--- src/uab_regs.svh ---
`ifndef UAB_REGS_SVH
`define UAB_REGS_SVH

// widths
`define UAB_AW          3
`define UAB_DW          16
`define UAB_DIVW        13
`define UAB_CHW         9
`define UAB_NFLAG       10
`define UAB_MASKW       8

// register offsets
`define UAB_A_BDH       3'h0
`define UAB_A_BDL       3'h1
`define UAB_A_CTL1      3'h2
`define UAB_A_CTL2      3'h3
`define UAB_A_STAT      3'h4
`define UAB_A_MASK      3'h5
`define UAB_A_DATA      3'h6
`define UAB_A_DIVR      3'h7

// high divisor register fields
`define UAB_BDH_BRK_IE  7
`define UAB_BDH_EDGE_IE 6
`define UAB_BDH_DIVH    4

// control 1 fields
`define UAB_C1_NINE     4
`define UAB_C1_WAKE     3
`define UAB_C1_INV      2
`define UAB_C1_PAR      1
`define UAB_C1_ODD      0
`define UAB_C1_MSB      4

// control 2 fields
`define UAB_C2_TX_ON    3
`define UAB_C2_RX_ON    2
`define UAB_C2_SLEEP    1
`define UAB_C2_BRK      0

// status flag positions
`define UAB_F_TDRE      0
`define UAB_F_TC        1
`define UAB_F_RDRF      2
`define UAB_F_OR        3
`define UAB_F_NF        4
`define UAB_F_FE        5
`define UAB_F_PF        6
`define UAB_F_IDLE      7
`define UAB_F_EDGE      8
`define UAB_F_BRK       9

// reset values
`define UAB_BDL_RST     8'h04
`define UAB_DIV_RST     13'h0004

// timing in oversample ticks and bit counts
`define UAB_SUB_LAST    4'hF
`define UAB_SMP_A       4'h7
`define UAB_SMP_B       4'h8
`define UAB_SMP_C       4'h9
`define UAB_BITS8       4'hA
`define UAB_BITS9       4'hB
`define UAB_STOP8       4'h9
`define UAB_STOP9       4'hA
`define UAB_BRK_TX      4'hD
`define UAB_BRK_RX      8'hB0
`define UAB_IDLE8       8'hA0
`define UAB_IDLE9       8'hB0
`define UAB_RUN_MAX     8'hFF

`endif

--- src/uab_pkg.sv ---
`include "uab_regs.svh"
package uab_pkg;

    typedef logic [`UAB_DW-1:0] uab_word_t;

    typedef enum logic [1:0] {
        TX_IDLE  = 2'h1,
        TX_SHIFT = 2'h2
    } uab_tx_st_t;

    typedef enum logic [1:0] {
        RX_IDLE = 2'h1,
        RX_BUSY = 2'h2
    } uab_rx_st_t;

    typedef struct packed {
        logic [`UAB_DIVW-1:0] cnt;
        logic                 tick;
    } uab_baud_st_t;

    typedef struct packed {
        logic                   brk_ie;
        logic                   edge_ie;
        logic [`UAB_BDH_DIVH:0] div_hi_buf;
        logic [7:0]             div_lo;
        logic [`UAB_DIVW-1:0]   divisor;
        logic [`UAB_C1_MSB:0]   ctl1;
        logic                   tx_on;
        logic                   rx_on;
        logic                   sleep;
        logic                   brk_req;
        logic [`UAB_NFLAG-1:0]  stat;
        logic [`UAB_MASKW-1:0]  mask;
        logic [`UAB_CHW-1:0]    tx_hold;
        logic                   tx_full;
        uab_tx_st_t             tx_st;
        logic [10:0]            tx_sh;
        logic [3:0]             tx_cnt;
        logic [3:0]             tx_sub;
        logic                   txd;
        logic [1:0]             rx_sync;
        logic                   rx_prev;
        uab_rx_st_t             rx_st;
        logic [3:0]             rx_sub;
        logic [3:0]             rx_idx;
        logic [1:0]             rx_ones;
        logic                   rx_noise;
        logic [`UAB_CHW-1:0]    rx_sh;
        logic [`UAB_CHW-1:0]    rx_data;
        logic                   rx_full;
        logic [7:0]             run;
        logic                   idle_arm;
        uab_word_t              rd_data;
        logic                   irq;
    } uab_state_t;

endpackage

--- src/uab_baud.sv ---
`timescale 1ns/100ps
`include "uab_regs.svh"
module uab_baud
    import uab_pkg::*;
(
    // clock and reset
    input  wire logic                 ref_clk,
    input  wire logic                 rst,
    input  wire logic                 ce,
    // control
    input  wire logic                 run,
    input  wire logic [`UAB_DIVW-1:0] divisor,
    // oversample tick
    output logic                      tick
);

    uab_baud_st_t s_reg;
    uab_baud_st_t s_next;

    always_comb begin
        s_next = s_reg;
        s_next.tick = 1'b0;
        // zero divisor holds the counter at zero, no toggling
        if (!run || divisor == '0) begin
            s_next.cnt = '0;
        end else if (s_reg.cnt >= divisor - `UAB_DIVW'(1)) begin
            s_next.cnt = '0;
            s_next.tick = 1'b1;
        end else begin
            s_next.cnt = s_reg.cnt + `UAB_DIVW'(1);
        end
    end

    always_ff @(posedge ref_clk) begin
        if (rst) begin
            s_reg <= '0;
        end else if (ce) begin
            s_reg <= s_next;
        end
    end

    assign tick = s_reg.tick;
endmodule

--- src/uab_top.sv ---
`timescale 1ns/100ps
`include "uab_regs.svh"
// What this block does
// - one divider per module, shared by its transmitter and receiver
// - divisor is 13 bits: high five bits plus low byte
// - high byte write is buffered; low byte write loads both
// - low byte resets non-zero; divider idles until an enable is set
// - zero divisor stops the divider completely
// - divisors 1..8191 give bit rate clock over sixteen times divisor
// - break-detect interrupt enable gates the break flag onto irq
// - receive-edge interrupt enable gates the edge flag onto irq
// - holding plus shift register on both paths, separate enables
// - full duplex NRZ, eight or nine data bits
// - sends thirteen-bit break, detects eleven-bit-time break
// - hardware parity generated on send, checked on receive
// - transmit output polarity selectable
// - status flags for all transmit, receive, error and line events
// - receiver sleeps; wakes on idle line or address mark
// - start, data lsb first, optional ninth bit, stop
// - parity sits in the data msb; zero even, one odd
module uab_top
    import uab_pkg::*;
(
    // clock, reset, freeze
    input  wire logic                ref_clk,
    input  wire logic                rst,
    input  wire logic                ce,
    // register port
    input  wire logic [`UAB_AW-1:0]  addr,
    input  wire logic [`UAB_DW-1:0]  wr_data,
    input  wire logic                wr_en,
    input  wire logic                rd_en,
    output logic      [`UAB_DW-1:0]  rd_data,
    // serial line
    input  wire logic                rxd_pin,
    output logic                     txd_pin,
    // interrupt
    output logic                     irq
);

    uab_state_t s_reg;
    uab_state_t s_next;
    logic       baud_tick;
    logic       line;

    function automatic logic par_bit(input logic [`UAB_CHW-1:0] v,
                                     input logic odd);
        return (^v) ^ odd;
    endfunction

    assign line = s_reg.rx_sync[1];

    // each module owns its divider
    uab_baud uab_baud_i (
        .ref_clk (ref_clk),
        .rst     (rst),
        .ce      (ce),
        .run     (s_reg.tx_on | s_reg.rx_on),
        .divisor (s_reg.divisor),
        .tick    (baud_tick)
    );

    always_comb begin
        logic [`UAB_NFLAG-1:0] set_f;
        logic [`UAB_NFLAG-1:0] clr_f;
        logic [1:0]            ones;
        logic                  bitv;
        logic                  noisy;
        logic                  nine;
        logic                  msb;
        logic [`UAB_CHW-1:0]   d;
        logic [3:0]            stop_ix;
        logic [7:0]            idle_ticks;
        set_f = '0;
        clr_f = '0;
        ones = '0;
        bitv = 1'b0;
        noisy = 1'b0;
        nine = s_reg.ctl1[`UAB_C1_NINE];
        msb = 1'b0;
        d = '0;
        stop_ix = nine ? `UAB_STOP9 : `UAB_STOP8;
        idle_ticks = nine ? `UAB_IDLE9 : `UAB_IDLE8;
        s_next = s_reg;
        s_next.rx_sync = {s_reg.rx_sync[0], rxd_pin};
        s_next.rd_data = '0;

        if (wr_en) begin
            case (addr)
                `UAB_A_BDH: begin
                    s_next.brk_ie  = wr_data[`UAB_BDH_BRK_IE];
                    s_next.edge_ie = wr_data[`UAB_BDH_EDGE_IE];
                    // held until the low byte arrives
                    s_next.div_hi_buf = wr_data[`UAB_BDH_DIVH:0];
                end
                `UAB_A_BDL: begin
                    s_next.div_lo  = wr_data[7:0];
                    s_next.divisor = {s_reg.div_hi_buf,
                                      wr_data[7:0]};
                end
                `UAB_A_CTL1: s_next.ctl1 = wr_data[`UAB_C1_MSB:0];
                `UAB_A_CTL2: begin
                    s_next.tx_on   = wr_data[`UAB_C2_TX_ON];
                    s_next.rx_on   = wr_data[`UAB_C2_RX_ON];
                    s_next.sleep   = wr_data[`UAB_C2_SLEEP];
                    s_next.brk_req = wr_data[`UAB_C2_BRK];
                end
                `UAB_A_STAT: clr_f = wr_data[`UAB_NFLAG-1:0];
                `UAB_A_MASK: s_next.mask = wr_data[`UAB_MASKW-1:0];
                `UAB_A_DATA: begin
                    // a write into a full holding register is dropped
                    if (!s_reg.tx_full) begin
                        s_next.tx_hold = wr_data[`UAB_CHW-1:0];
                        s_next.tx_full = 1'b1;
                    end
                end
                default: ;
            endcase
        end

        if (rd_en) begin
            case (addr)
                `UAB_A_BDH: s_next.rd_data = uab_word_t'({s_reg.brk_ie,
                    s_reg.edge_ie, 1'b0, s_reg.div_hi_buf});
                `UAB_A_BDL: s_next.rd_data = uab_word_t'(s_reg.div_lo);
                `UAB_A_CTL1: s_next.rd_data = uab_word_t'(s_reg.ctl1);
                `UAB_A_CTL2: s_next.rd_data = uab_word_t'({s_reg.tx_on,
                    s_reg.rx_on, s_reg.sleep, s_reg.brk_req});
                `UAB_A_STAT: s_next.rd_data = uab_word_t'(s_reg.stat);
                `UAB_A_MASK: s_next.rd_data = uab_word_t'(s_reg.mask);
                `UAB_A_DATA: begin
                    s_next.rd_data = uab_word_t'(s_reg.rx_data);
                    s_next.rx_full = 1'b0;
                end
                `UAB_A_DIVR: s_next.rd_data = uab_word_t'(s_reg.divisor);
                default: s_next.rd_data = '0;
            endcase
        end

        // transmitter
        unique case (s_reg.tx_st)
            TX_IDLE: begin
                if (s_reg.tx_on && s_reg.brk_req) begin
                    s_next.tx_sh  = '0;
                    s_next.tx_cnt = `UAB_BRK_TX;
                    s_next.tx_sub = '0;
                    s_next.tx_st  = TX_SHIFT;
                end else if (s_reg.tx_on && s_reg.tx_full) begin
                    d = s_reg.tx_hold;
                    if (s_reg.ctl1[`UAB_C1_PAR] && nine) begin
                        d[8] = par_bit({1'b0, d[7:0]},
                            s_reg.ctl1[`UAB_C1_ODD]);
                    end else if (s_reg.ctl1[`UAB_C1_PAR]) begin
                        d[7] = par_bit({2'h0, d[6:0]},
                            s_reg.ctl1[`UAB_C1_ODD]);
                    end
                    s_next.tx_sh = nine ? {1'b1, d, 1'b0}
                                        : {2'h3, d[7:0], 1'b0};
                    s_next.tx_cnt = nine ? `UAB_BITS9 : `UAB_BITS8;
                    s_next.tx_sub = '0;
                    s_next.tx_full = 1'b0;
                    set_f[`UAB_F_TDRE] = 1'b1;
                    s_next.tx_st = TX_SHIFT;
                end
            end
            TX_SHIFT: begin
                if (baud_tick) begin
                    s_next.tx_sub = s_reg.tx_sub + 4'h1;
                    if (s_reg.tx_sub == `UAB_SUB_LAST) begin
                        // break frames keep shifting in zeros
                        s_next.tx_sh  = {|s_reg.tx_sh, s_reg.tx_sh[10:1]};
                        s_next.tx_cnt = s_reg.tx_cnt - 4'h1;
                        if (s_reg.tx_cnt == 4'h1) begin
                            s_next.tx_st = TX_IDLE;
                            if (!s_reg.tx_full && !s_reg.brk_req) begin
                                set_f[`UAB_F_TC] = 1'b1;
                            end
                        end
                    end
                end
            end
            default: s_next.tx_st = TX_IDLE;
        endcase
        if (!s_reg.tx_on) begin
            s_next.tx_st = TX_IDLE;
        end
        s_next.txd = ((s_next.tx_st == TX_SHIFT) ? s_next.tx_sh[0] : 1'b1)
                   ^ s_next.ctl1[`UAB_C1_INV];

        // line run length for idle and break
        if (line != s_reg.rx_prev) begin
            s_next.run = '0;
        end else if (baud_tick && s_reg.run != `UAB_RUN_MAX) begin
            s_next.run = s_reg.run + 8'h01;
        end
        s_next.rx_prev = line;
        if (s_reg.rx_on && s_reg.rx_prev && !line) begin
            set_f[`UAB_F_EDGE] = 1'b1;
        end
        if (s_reg.rx_on && !line && s_next.run == `UAB_BRK_RX
            && s_reg.run != `UAB_BRK_RX) begin
            set_f[`UAB_F_BRK] = 1'b1;
        end
        if (s_reg.rx_on && line && s_reg.idle_arm
            && s_next.run == idle_ticks && s_reg.run != idle_ticks) begin
            set_f[`UAB_F_IDLE] = 1'b1;
            s_next.idle_arm = 1'b0;
            if (!s_reg.ctl1[`UAB_C1_WAKE]) begin
                s_next.sleep = 1'b0;
            end
        end

        // receiver, three votes mid-bit
        unique case (s_reg.rx_st)
            RX_IDLE: begin
                if (baud_tick && !line) begin
                    s_next.rx_st    = RX_BUSY;
                    s_next.rx_sub   = '0;
                    s_next.rx_idx   = '0;
                    s_next.rx_ones  = '0;
                    s_next.rx_noise = 1'b0;
                end
            end
            RX_BUSY: begin
                if (baud_tick) begin
                    s_next.rx_sub = s_reg.rx_sub + 4'h1;
                    if (s_reg.rx_sub == `UAB_SMP_A
                        || s_reg.rx_sub == `UAB_SMP_B) begin
                        s_next.rx_ones = s_reg.rx_ones + {1'b0, line};
                    end
                    if (s_reg.rx_sub == `UAB_SMP_C) begin
                        ones = s_reg.rx_ones + {1'b0, line};
                        bitv = ones[1];
                        noisy = (ones != 2'h0) && (ones != 2'h3);
                        s_next.rx_ones = '0;
                        s_next.rx_noise = s_reg.rx_noise | noisy;
                        if (s_reg.rx_idx == '0) begin
                            // a high vote was a glitch, not a start bit
                            if (bitv) begin
                                s_next.rx_st = RX_IDLE;
                            end
                        end else if (s_reg.rx_idx == stop_ix) begin
                            s_next.rx_st = RX_IDLE;
                            s_next.idle_arm = 1'b1;
                            d = nine ? s_reg.rx_sh
                                     : {1'b0, s_reg.rx_sh[8:1]};
                            msb = nine ? d[8] : d[7];
                            if (!s_reg.sleep
                                || (s_reg.ctl1[`UAB_C1_WAKE] && msb)) begin
                                s_next.sleep = 1'b0;
                                if (s_reg.rx_full) begin
                                    set_f[`UAB_F_OR] = 1'b1;
                                end else begin
                                    s_next.rx_data = d;
                                    s_next.rx_full = 1'b1;
                                    set_f[`UAB_F_RDRF] = 1'b1;
                                    set_f[`UAB_F_NF] = s_next.rx_noise;
                                    set_f[`UAB_F_FE] = !bitv;
                                    set_f[`UAB_F_PF] =
                                        s_reg.ctl1[`UAB_C1_PAR]
                                        && par_bit(d,
                                        s_reg.ctl1[`UAB_C1_ODD]);
                                end
                            end
                        end else begin
                            s_next.rx_sh = {bitv, s_reg.rx_sh[8:1]};
                        end
                    end
                    if (s_reg.rx_sub == `UAB_SUB_LAST) begin
                        s_next.rx_idx = s_reg.rx_idx + 4'h1;
                    end
                end
            end
            default: s_next.rx_st = RX_IDLE;
        endcase
        if (!s_reg.rx_on) begin
            s_next.rx_st = RX_IDLE;
        end

        // new events win over a same-cycle clear
        s_next.stat = (s_reg.stat & ~clr_f) | set_f;
        s_next.irq = |(s_next.stat & {s_next.brk_ie, s_next.edge_ie,
                                      s_next.mask});
    end

    always_ff @(posedge ref_clk) begin
        if (rst) begin
            s_reg         <= '0;
            s_reg.div_lo  <= `UAB_BDL_RST;
            s_reg.divisor <= `UAB_DIV_RST;
            s_reg.tx_st   <= TX_IDLE;
            s_reg.rx_st   <= RX_IDLE;
            s_reg.txd     <= 1'b1;
            s_reg.rx_sync <= 2'h3;
            s_reg.rx_prev <= 1'b1;
        end else if (ce) begin
            s_reg <= s_next;
        end
    end

    assign rd_data = s_reg.rd_data;
    assign txd_pin = s_reg.txd;
    assign irq     = s_reg.irq;
endmodule

--- config.mk ---
export PLATFORM = sky130hd
export DESIGN_NAME = uab_top
export DESIGN_NICKNAME = d
export VERILOG_FILES = /design/src/uab_pkg.sv /design/src/uab_baud.sv /design/src/uab_top.sv
export VERILOG_INCLUDE_DIRS = /design/src
export SDC_FILE = /design/constraint.sdc
export NUM_CORES = 1
export LEC_CHECK = 0
export BUFFER_PORTS_ARGS = -buffer_cell sky130_fd_sc_hd__buf_2
export CAP_MARGIN = 20
export CORE_AREA = 5 5 154 156
export CTS_BUF_LIST = sky130_fd_sc_hd__clkbuf_16
export CTS_CLUSTER_SIZE = 25
export DETAILED_ROUTE_END_ITERATION = 6
export DIE_AREA = 0 0 159 161
export HOLD_SLACK_MARGIN = 0.03
export PLACE_DENSITY = 0.53
export SETUP_SLACK_MARGIN = 0.02
export SLEW_MARGIN = 0
export SYNTH_ARGS = -nofsm -noshare
export SYNTH_HDL_FRONTEND = slang
export SYNTH_HIERARCHICAL = 1
export SYNTH_SLANG_ARGS = --single-unit
export TNS_END_PERCENT = 10
--- constraint.sdc ---
create_clock -name ref_clk -period 4.85 [get_ports ref_clk]
set_clock_uncertainty 0.1 [all_clocks]
set_input_delay 0.97 -clock ref_clk [delete_from_list [all_inputs] [get_ports ref_clk]]
set_output_delay 0.97 -clock ref_clk [all_outputs]
set_load 0.005 [all_outputs]
======== Word-level counts from Yosys, hierarchy flattened ========
Index checks and enable logic that the tools add are counted.
word-level totals
  output and inout bits ................... 18
  bits in registers ....................... 162
  word-level logic and storage cells ...... 244
  input port bits ......................... 25
operators by class
  bitwise operators ....................... 14
  reductions and logical operators ........ 52
  equality and inequality tests ........... 39
  add/sub/neg operators ................... 8
  magnitude comparators ................... 1
  multiplexer cells ....................... 93
operators by type and width
  operator            number
  $pmux 16 s8         1
  $mux 10             8
  $mux 21             3
  $mux 22             2
  $mux 1              40
  $mux 5              8
  $mux 13             3
  $pmux 19 s2         1
  $mux 37             1
  $mux 32             1
  $reduce_xor 9->1    3
  $mux 8              3
  $pmux 11 s2         1
  $and 10x10->10      2
  $reduce_and 5->1    4
  $mux 19             1
  $logic_and 1x1->1   18
  $mux 18             1
  $mux 2              9
  $mux 9              2
  $mux 17             1
  $eq 4x4->1 const B  4
  $mux 16             1
  $ne 8x8->1 const B  2
  other kinds (45)    87

======== Logic depth before layout (Yosys ltp) ========
  depth in word-level cells ............... 14
  depth in mapped cells ................... 14

======== By module ========
Netlist, hierarchy kept.
modules (own cells, without submodules)
  module    area each (um^2)  instances  cells each  seq. area each (um^2)
  uab_top   7292.0            1          928         2742.6
  uab_baud  1166.1            1          137         280.3

======== Least setup slack after synthesis ========
No wires, ideal clock.
  path kind ............................... register to register
  start point ............................. register, netlist name s_reg[133]
  end point ............................... register uab_baud_i/s_reg[4] in the netlist's numbering
  stages on the path, launching flop included .. 14
  arrival ................................. 2.688 ns
  clock period less this slack ............ 2.910 ns
  path slack .............................. 1.940 ns
  library setup time ...................... 0.122 ns
  cells stage by stage .................... dfxtp_1 > inv_1 > ha_1 > nor3b_2 > nand2_1 > or3_1 > xor2_1 > ha_1 > and4_1 > o211ai_1 > a31o_2 > nand3_4 > nor2_4 > a221o_1
RTL lines
  what                  line            RTL
  to (signal assigned)  uab_baud.sv:38  s_reg <= s_next;
  to (decl)             uab_baud.sv:17  uab_baud_st_t s_reg;

======== Worst setup path after layout ========
  start point ............................. input addr[0]
  end point ............................... register s_reg (netlist bit irq)
on the way
  cells in the longest elaborated chain, start to end .. 8
RTL lines
  what                  line            RTL
  from (decl)           uab_top.sv:29   input wire logic [`UAB_AW-1:0] addr,
  $eq 3x3->1            uab_top.sv:89   case (addr)
  $mux 10               uab_top.sv:89
  $mux 10               uab_top.sv:88   if (wr_en) begin
  $not 10->10           uab_top.sv:281  s_next.stat = (s_reg.stat & ~clr_f) | set_f;
  $and 10x10->10        uab_top.sv:281
  $or 10x10->10         uab_top.sv:281
  $and 10x10->10 *      uab_top.sv:282  s_next.irq = |(s_next.stat & {s_next.brk_ie, s_next.edge_ie,
  $reduce_or 10->1 *    uab_top.sv:282
  to (signal assigned)  uab_top.sv:297  s_reg <= s_next;
  to (decl)             uab_top.sv:41   uab_state_t s_reg;
Every way passes the cells marked *; elsewhere a longest branch is shown, timed or not.
A chain may end at the register's enable or synchronous reset.

==> impl_metrics.csv <==
group,metric,value,unit
outcome,outcome,"finished, final reports clean",
timing,whs,362,ps
die,num_rows,55,
cts,ctsHtreeMaxLevel,4,
cts,clock-root-buffer,"sky130_fd_sc_hd__clkbuf_16",
detailed_routing,totalWireLength,23000,µm
placement,final_estimated_routing_congestion_in_global_placement,0.880,
cts,cts_made_buffers,17,
worst_setup_path,ff2ff_path_depth,13,
logic_synthesis,post_synth_instance_area,8460,µm²
logic_synthesis,synth.lib_cells_used.distinct,73,
die,boundaryPins,43,
cts,tritoncts,"done",
timing,timing.slew.headroom,0.427,
worst_setup_path,critPathMaxFanout,25,
worst_setup_path,critical_path_class,"in -> reg",
worst_setup_path,cp.required,5040,ps
layout,share_of_layout_cells_above_drive_strength_1,0.0894,
timing,setup-violations-final,0,
min_path,min_from,"rd_data[3]$_SDFFE_PP0P_",
layout,final_cell_area,9250,µm²
worst_setup_path,cp-end-kind,"register",
logic_synthesis,synth_warnings,6,
job,drv.max_cap_violation_count,0,
cts,post-cts-setup-buffer-count,0,
cts,cts.hold.buffers_added,0,
die,chipHeight,161,µm
logic_synthesis,dominantRegCellSynth,"sky130_fd_sc_hd__dfxtp_1",
worst_setup_path,crit-reg2reg-launch,"s_reg[133]$_SDFFE_PP0P_",
min_path,min_path_cells,2,
timing,timing.final.crit_share,0.690,
timing,final-max-slew-violation-count,0,
layout,synthToLayoutAreaGrowth,9.41,%
layout,layout.cells.most_common_list,"153 x sky130_fd_sc_hd__nor2_1, 151 x sky130_fd_sc_hd__dfxtp_1, 112 x sky130_fd_sc_hd__nand2_1",
detailed_routing,antenna_violating_nets_post_route,0,
global_routing,pin_count_of_the_biggest_net_entering_global_routing,102,
placement,placedCellCount,1315,
global_routing,first_global_vias,6721,
timing,setup_repair_after_global_routing_missed_its_margin,"no",
min_path,worst_hold_path_type,"reg -> reg",
logic_synthesis,synth.ff_latch_count,151,
global_routing,grt_use_total,0.178,
worst_setup_path,cp-start-kind,"input port",
timing,timing.fmax,299,MHz
die,initial_core_util,0.381,
layout,final-instance-count-excl-fill,1349,
die,core-area,22200,µm²
layout,fin_nets,1103,
detailed_routing,drt_drc_violations_left,0,
timing,timing.final.hold_violations,0,
placement,dpl_cell_area,8670,µm²
layout,mostFrequentLayoutCell,"sky130_fd_sc_hd__nor2_1",
cts,clock_insertion_delay_worst_skew,430,ps
placement,dp_hpwl,16100,µm
logic_synthesis,synth_edf_count,0,
detailed_routing,number_of_vias_in_the_routed_layout,7361,
global_routing,first_pass_grt_wire_length,37300,µm
logic_synthesis,ys_async_sr_fraction,0,
layout,largest_register_ffs,120,
layout,seq_area,3020,µm²
power,ir_worst_vdd,0.175,mV
global_routing,grt.overflow.total,0,
power,power_density,293,nW/µm²
cts,cts_resized,0,
detailed_routing,detail_route.first_pass.iterations,5,
timing,worst_case_setup_margin_in_the_final_layout,1500,ps
cts,clk_path_buf_depth,2,
logic_synthesis,synth_area_per_cell,7.94,µm²
placement,dpl_worst_slack,1130,ps
placement,port_buffers,33,
detailed_routing,wl_per_cell,17.1,µm
min_path,worst_hold_path.endpoint,"rd_data[3]$_SDFFE_PP0P_",
detailed_routing,dr.first_iter.drc_count,472,
layout,filler_cell_count,2285,
die,floorplan.die_area,25600,µm²
worst_setup_path,worst-r2r-setup-slack,1610,ps
detailed_routing,routed_via_density,5.46,
logic_synthesis,synth-seq-area-share,0.357,
layout,multi_input_comb_area,4930,µm²
cts,cts.sinks,151,
power,power.static_leakage,3.27,nW
worst_setup_path,worstPathArrival,3540,ps
worst_setup_path,rr_endpoint,"uab_baud_i/s_reg[9]$_SDFFE_PP0P_",
cts,clk_transition_reported_paths,70,ps
timing,setup-tns-final,0,ps
timing,timing.final.crit_period,3350,ps
die,dieWidth,159,µm
timing,tightestPinTransition,853,ps
global_routing,initial_antenna_violation_count,0,
logic_synthesis,netlist_instances,1065,
## worst max path at each step
stage,to,from,slack [ps]
after floorplan,uab_baud_i/s_reg[4]$_SDFFE_PP0P_,s_reg[133]$_SDFFE_PP0P_,1940
after global routing,uab_baud_i/s_reg[9]$_SDFFE_PP0P_,s_reg[133]$_SDFFE_PP0P_,1250
after CTS,irq$_SDFFE_PP0P_,addr[0],1570
final,irq$_SDFFE_PP0P_,addr[0],1500
after global placement,irq$_SDFFE_PP0P_,addr[0],1130
after detailed placement,irq$_SDFFE_PP0P_,addr[0],1130
## cells in the mapped netlist (7+ instances only)
library cell               number  area share
sky130_fd_sc_hd__a211oi_1      11      0.0098
sky130_fd_sc_hd__and2_1         7      0.0052
sky130_fd_sc_hd__nor3_1        24       0.014
sky130_fd_sc_hd__a32oi_1        7      0.0072
sky130_fd_sc_hd__a21oi_1      102       0.060
sky130_fd_sc_hd__nor2b_1       15       0.011
sky130_fd_sc_hd__xor2_1        15       0.016
sky130_fd_sc_hd__nor2_1       153       0.068
sky130_fd_sc_hd__clkbuf_1      49       0.022
sky130_fd_sc_hd__dfxtp_1      151        0.36
sky130_fd_sc_hd__a22oi_1       24       0.021
sky130_fd_sc_hd__inv_1         30       0.013
sky130_fd_sc_hd__and3_1         8      0.0059
sky130_fd_sc_hd__o211ai_1       9      0.0080
sky130_fd_sc_hd__mux2i_1       60       0.071
sky130_fd_sc_hd__xnor2_1       30       0.031
sky130_fd_sc_hd__nor3b_1        7      0.0062
sky130_fd_sc_hd__o21ai_0       44       0.026
sky130_fd_sc_hd__ha_1          28       0.041
sky130_fd_sc_hd__a22o_1         7      0.0072
sky130_fd_sc_hd__nand4_1       13      0.0096
sky130_fd_sc_hd__nand2_1      112       0.050
sky130_fd_sc_hd__buf_4         16       0.014
sky130_fd_sc_hd__nand3_1       28       0.017
## cells by family (layout without fill, tap and decap cells)
| logic type | Yosys count | count (layout) | share of synthesized area |
|---|---|---|---|
| flops | 151 | 151 | 0.357 |
| other cells | 1 | 4 | 0.000443 |
| compound gates | 252 | 252 | 0.186 |
| simple gates | 414 | 414 | 0.231 |
| mux | 63 | 63 | 0.0763 |
| xor+xnor | 45 | 45 | 0.0466 |
| buf+inv | 111 | 107 | 0.0608 |
| fa+ha+maj | 28 | 28 | 0.0414 |
## layout make-up
type / count / area share
multi-input combinational: 805 / 0.533
inverter: 31 / 0.0126
clock inverter: 15 / 0.0142
sequential: 151 / 0.327
clock buffer: 17 / 0.0460
antenna: 1 / 0.000270
timing repair buffer: 44 / 0.0292
tap: 285 / 0.0385
## per-layer routing
layer,vias up,share of wire,global-route usage
met5,-,0,0
met3,26,0.044,0.0367
li1,3715,-,-
met4,0,0.018,0.0485
met2,158,0.45,0.274
met1,3462,0.49,0.254
## report_power, final
part	internal, mW	switching, mW	total, mW
sequential	1.25	0.0111	1.26
clock	0.676	0.602	1.28
combinational	0.0523	0.120	0.172
## worst max-delay path: stages
cell and delay (ps):
sky130_fd_sc_hd__buf_2 390, sky130_fd_sc_hd__nand4b_1 680, sky130_fd_sc_hd__mux2i_1 400, sky130_fd_sc_hd__o22ai_1 130, sky130_fd_sc_hd__or4_4 520, sky130_fd_sc_hd__a221oi_2 310
sky130_fd_sc_hd__o311ai_1 130
## stage by stage
| stage | utilization | total power, mW |
|---|---|---|
| after floorplan | - | 1.41 |
| after global placement | 0.390 | 1.46 |
| after detailed placement | 0.390 | 1.46 |
| after CTS | 0.415 | 2.74 |
| after global routing | 0.416 | 2.82 |
| final | 0.416 | 2.71 |
No activity file was read; power rests on OpenSTA's default activity.
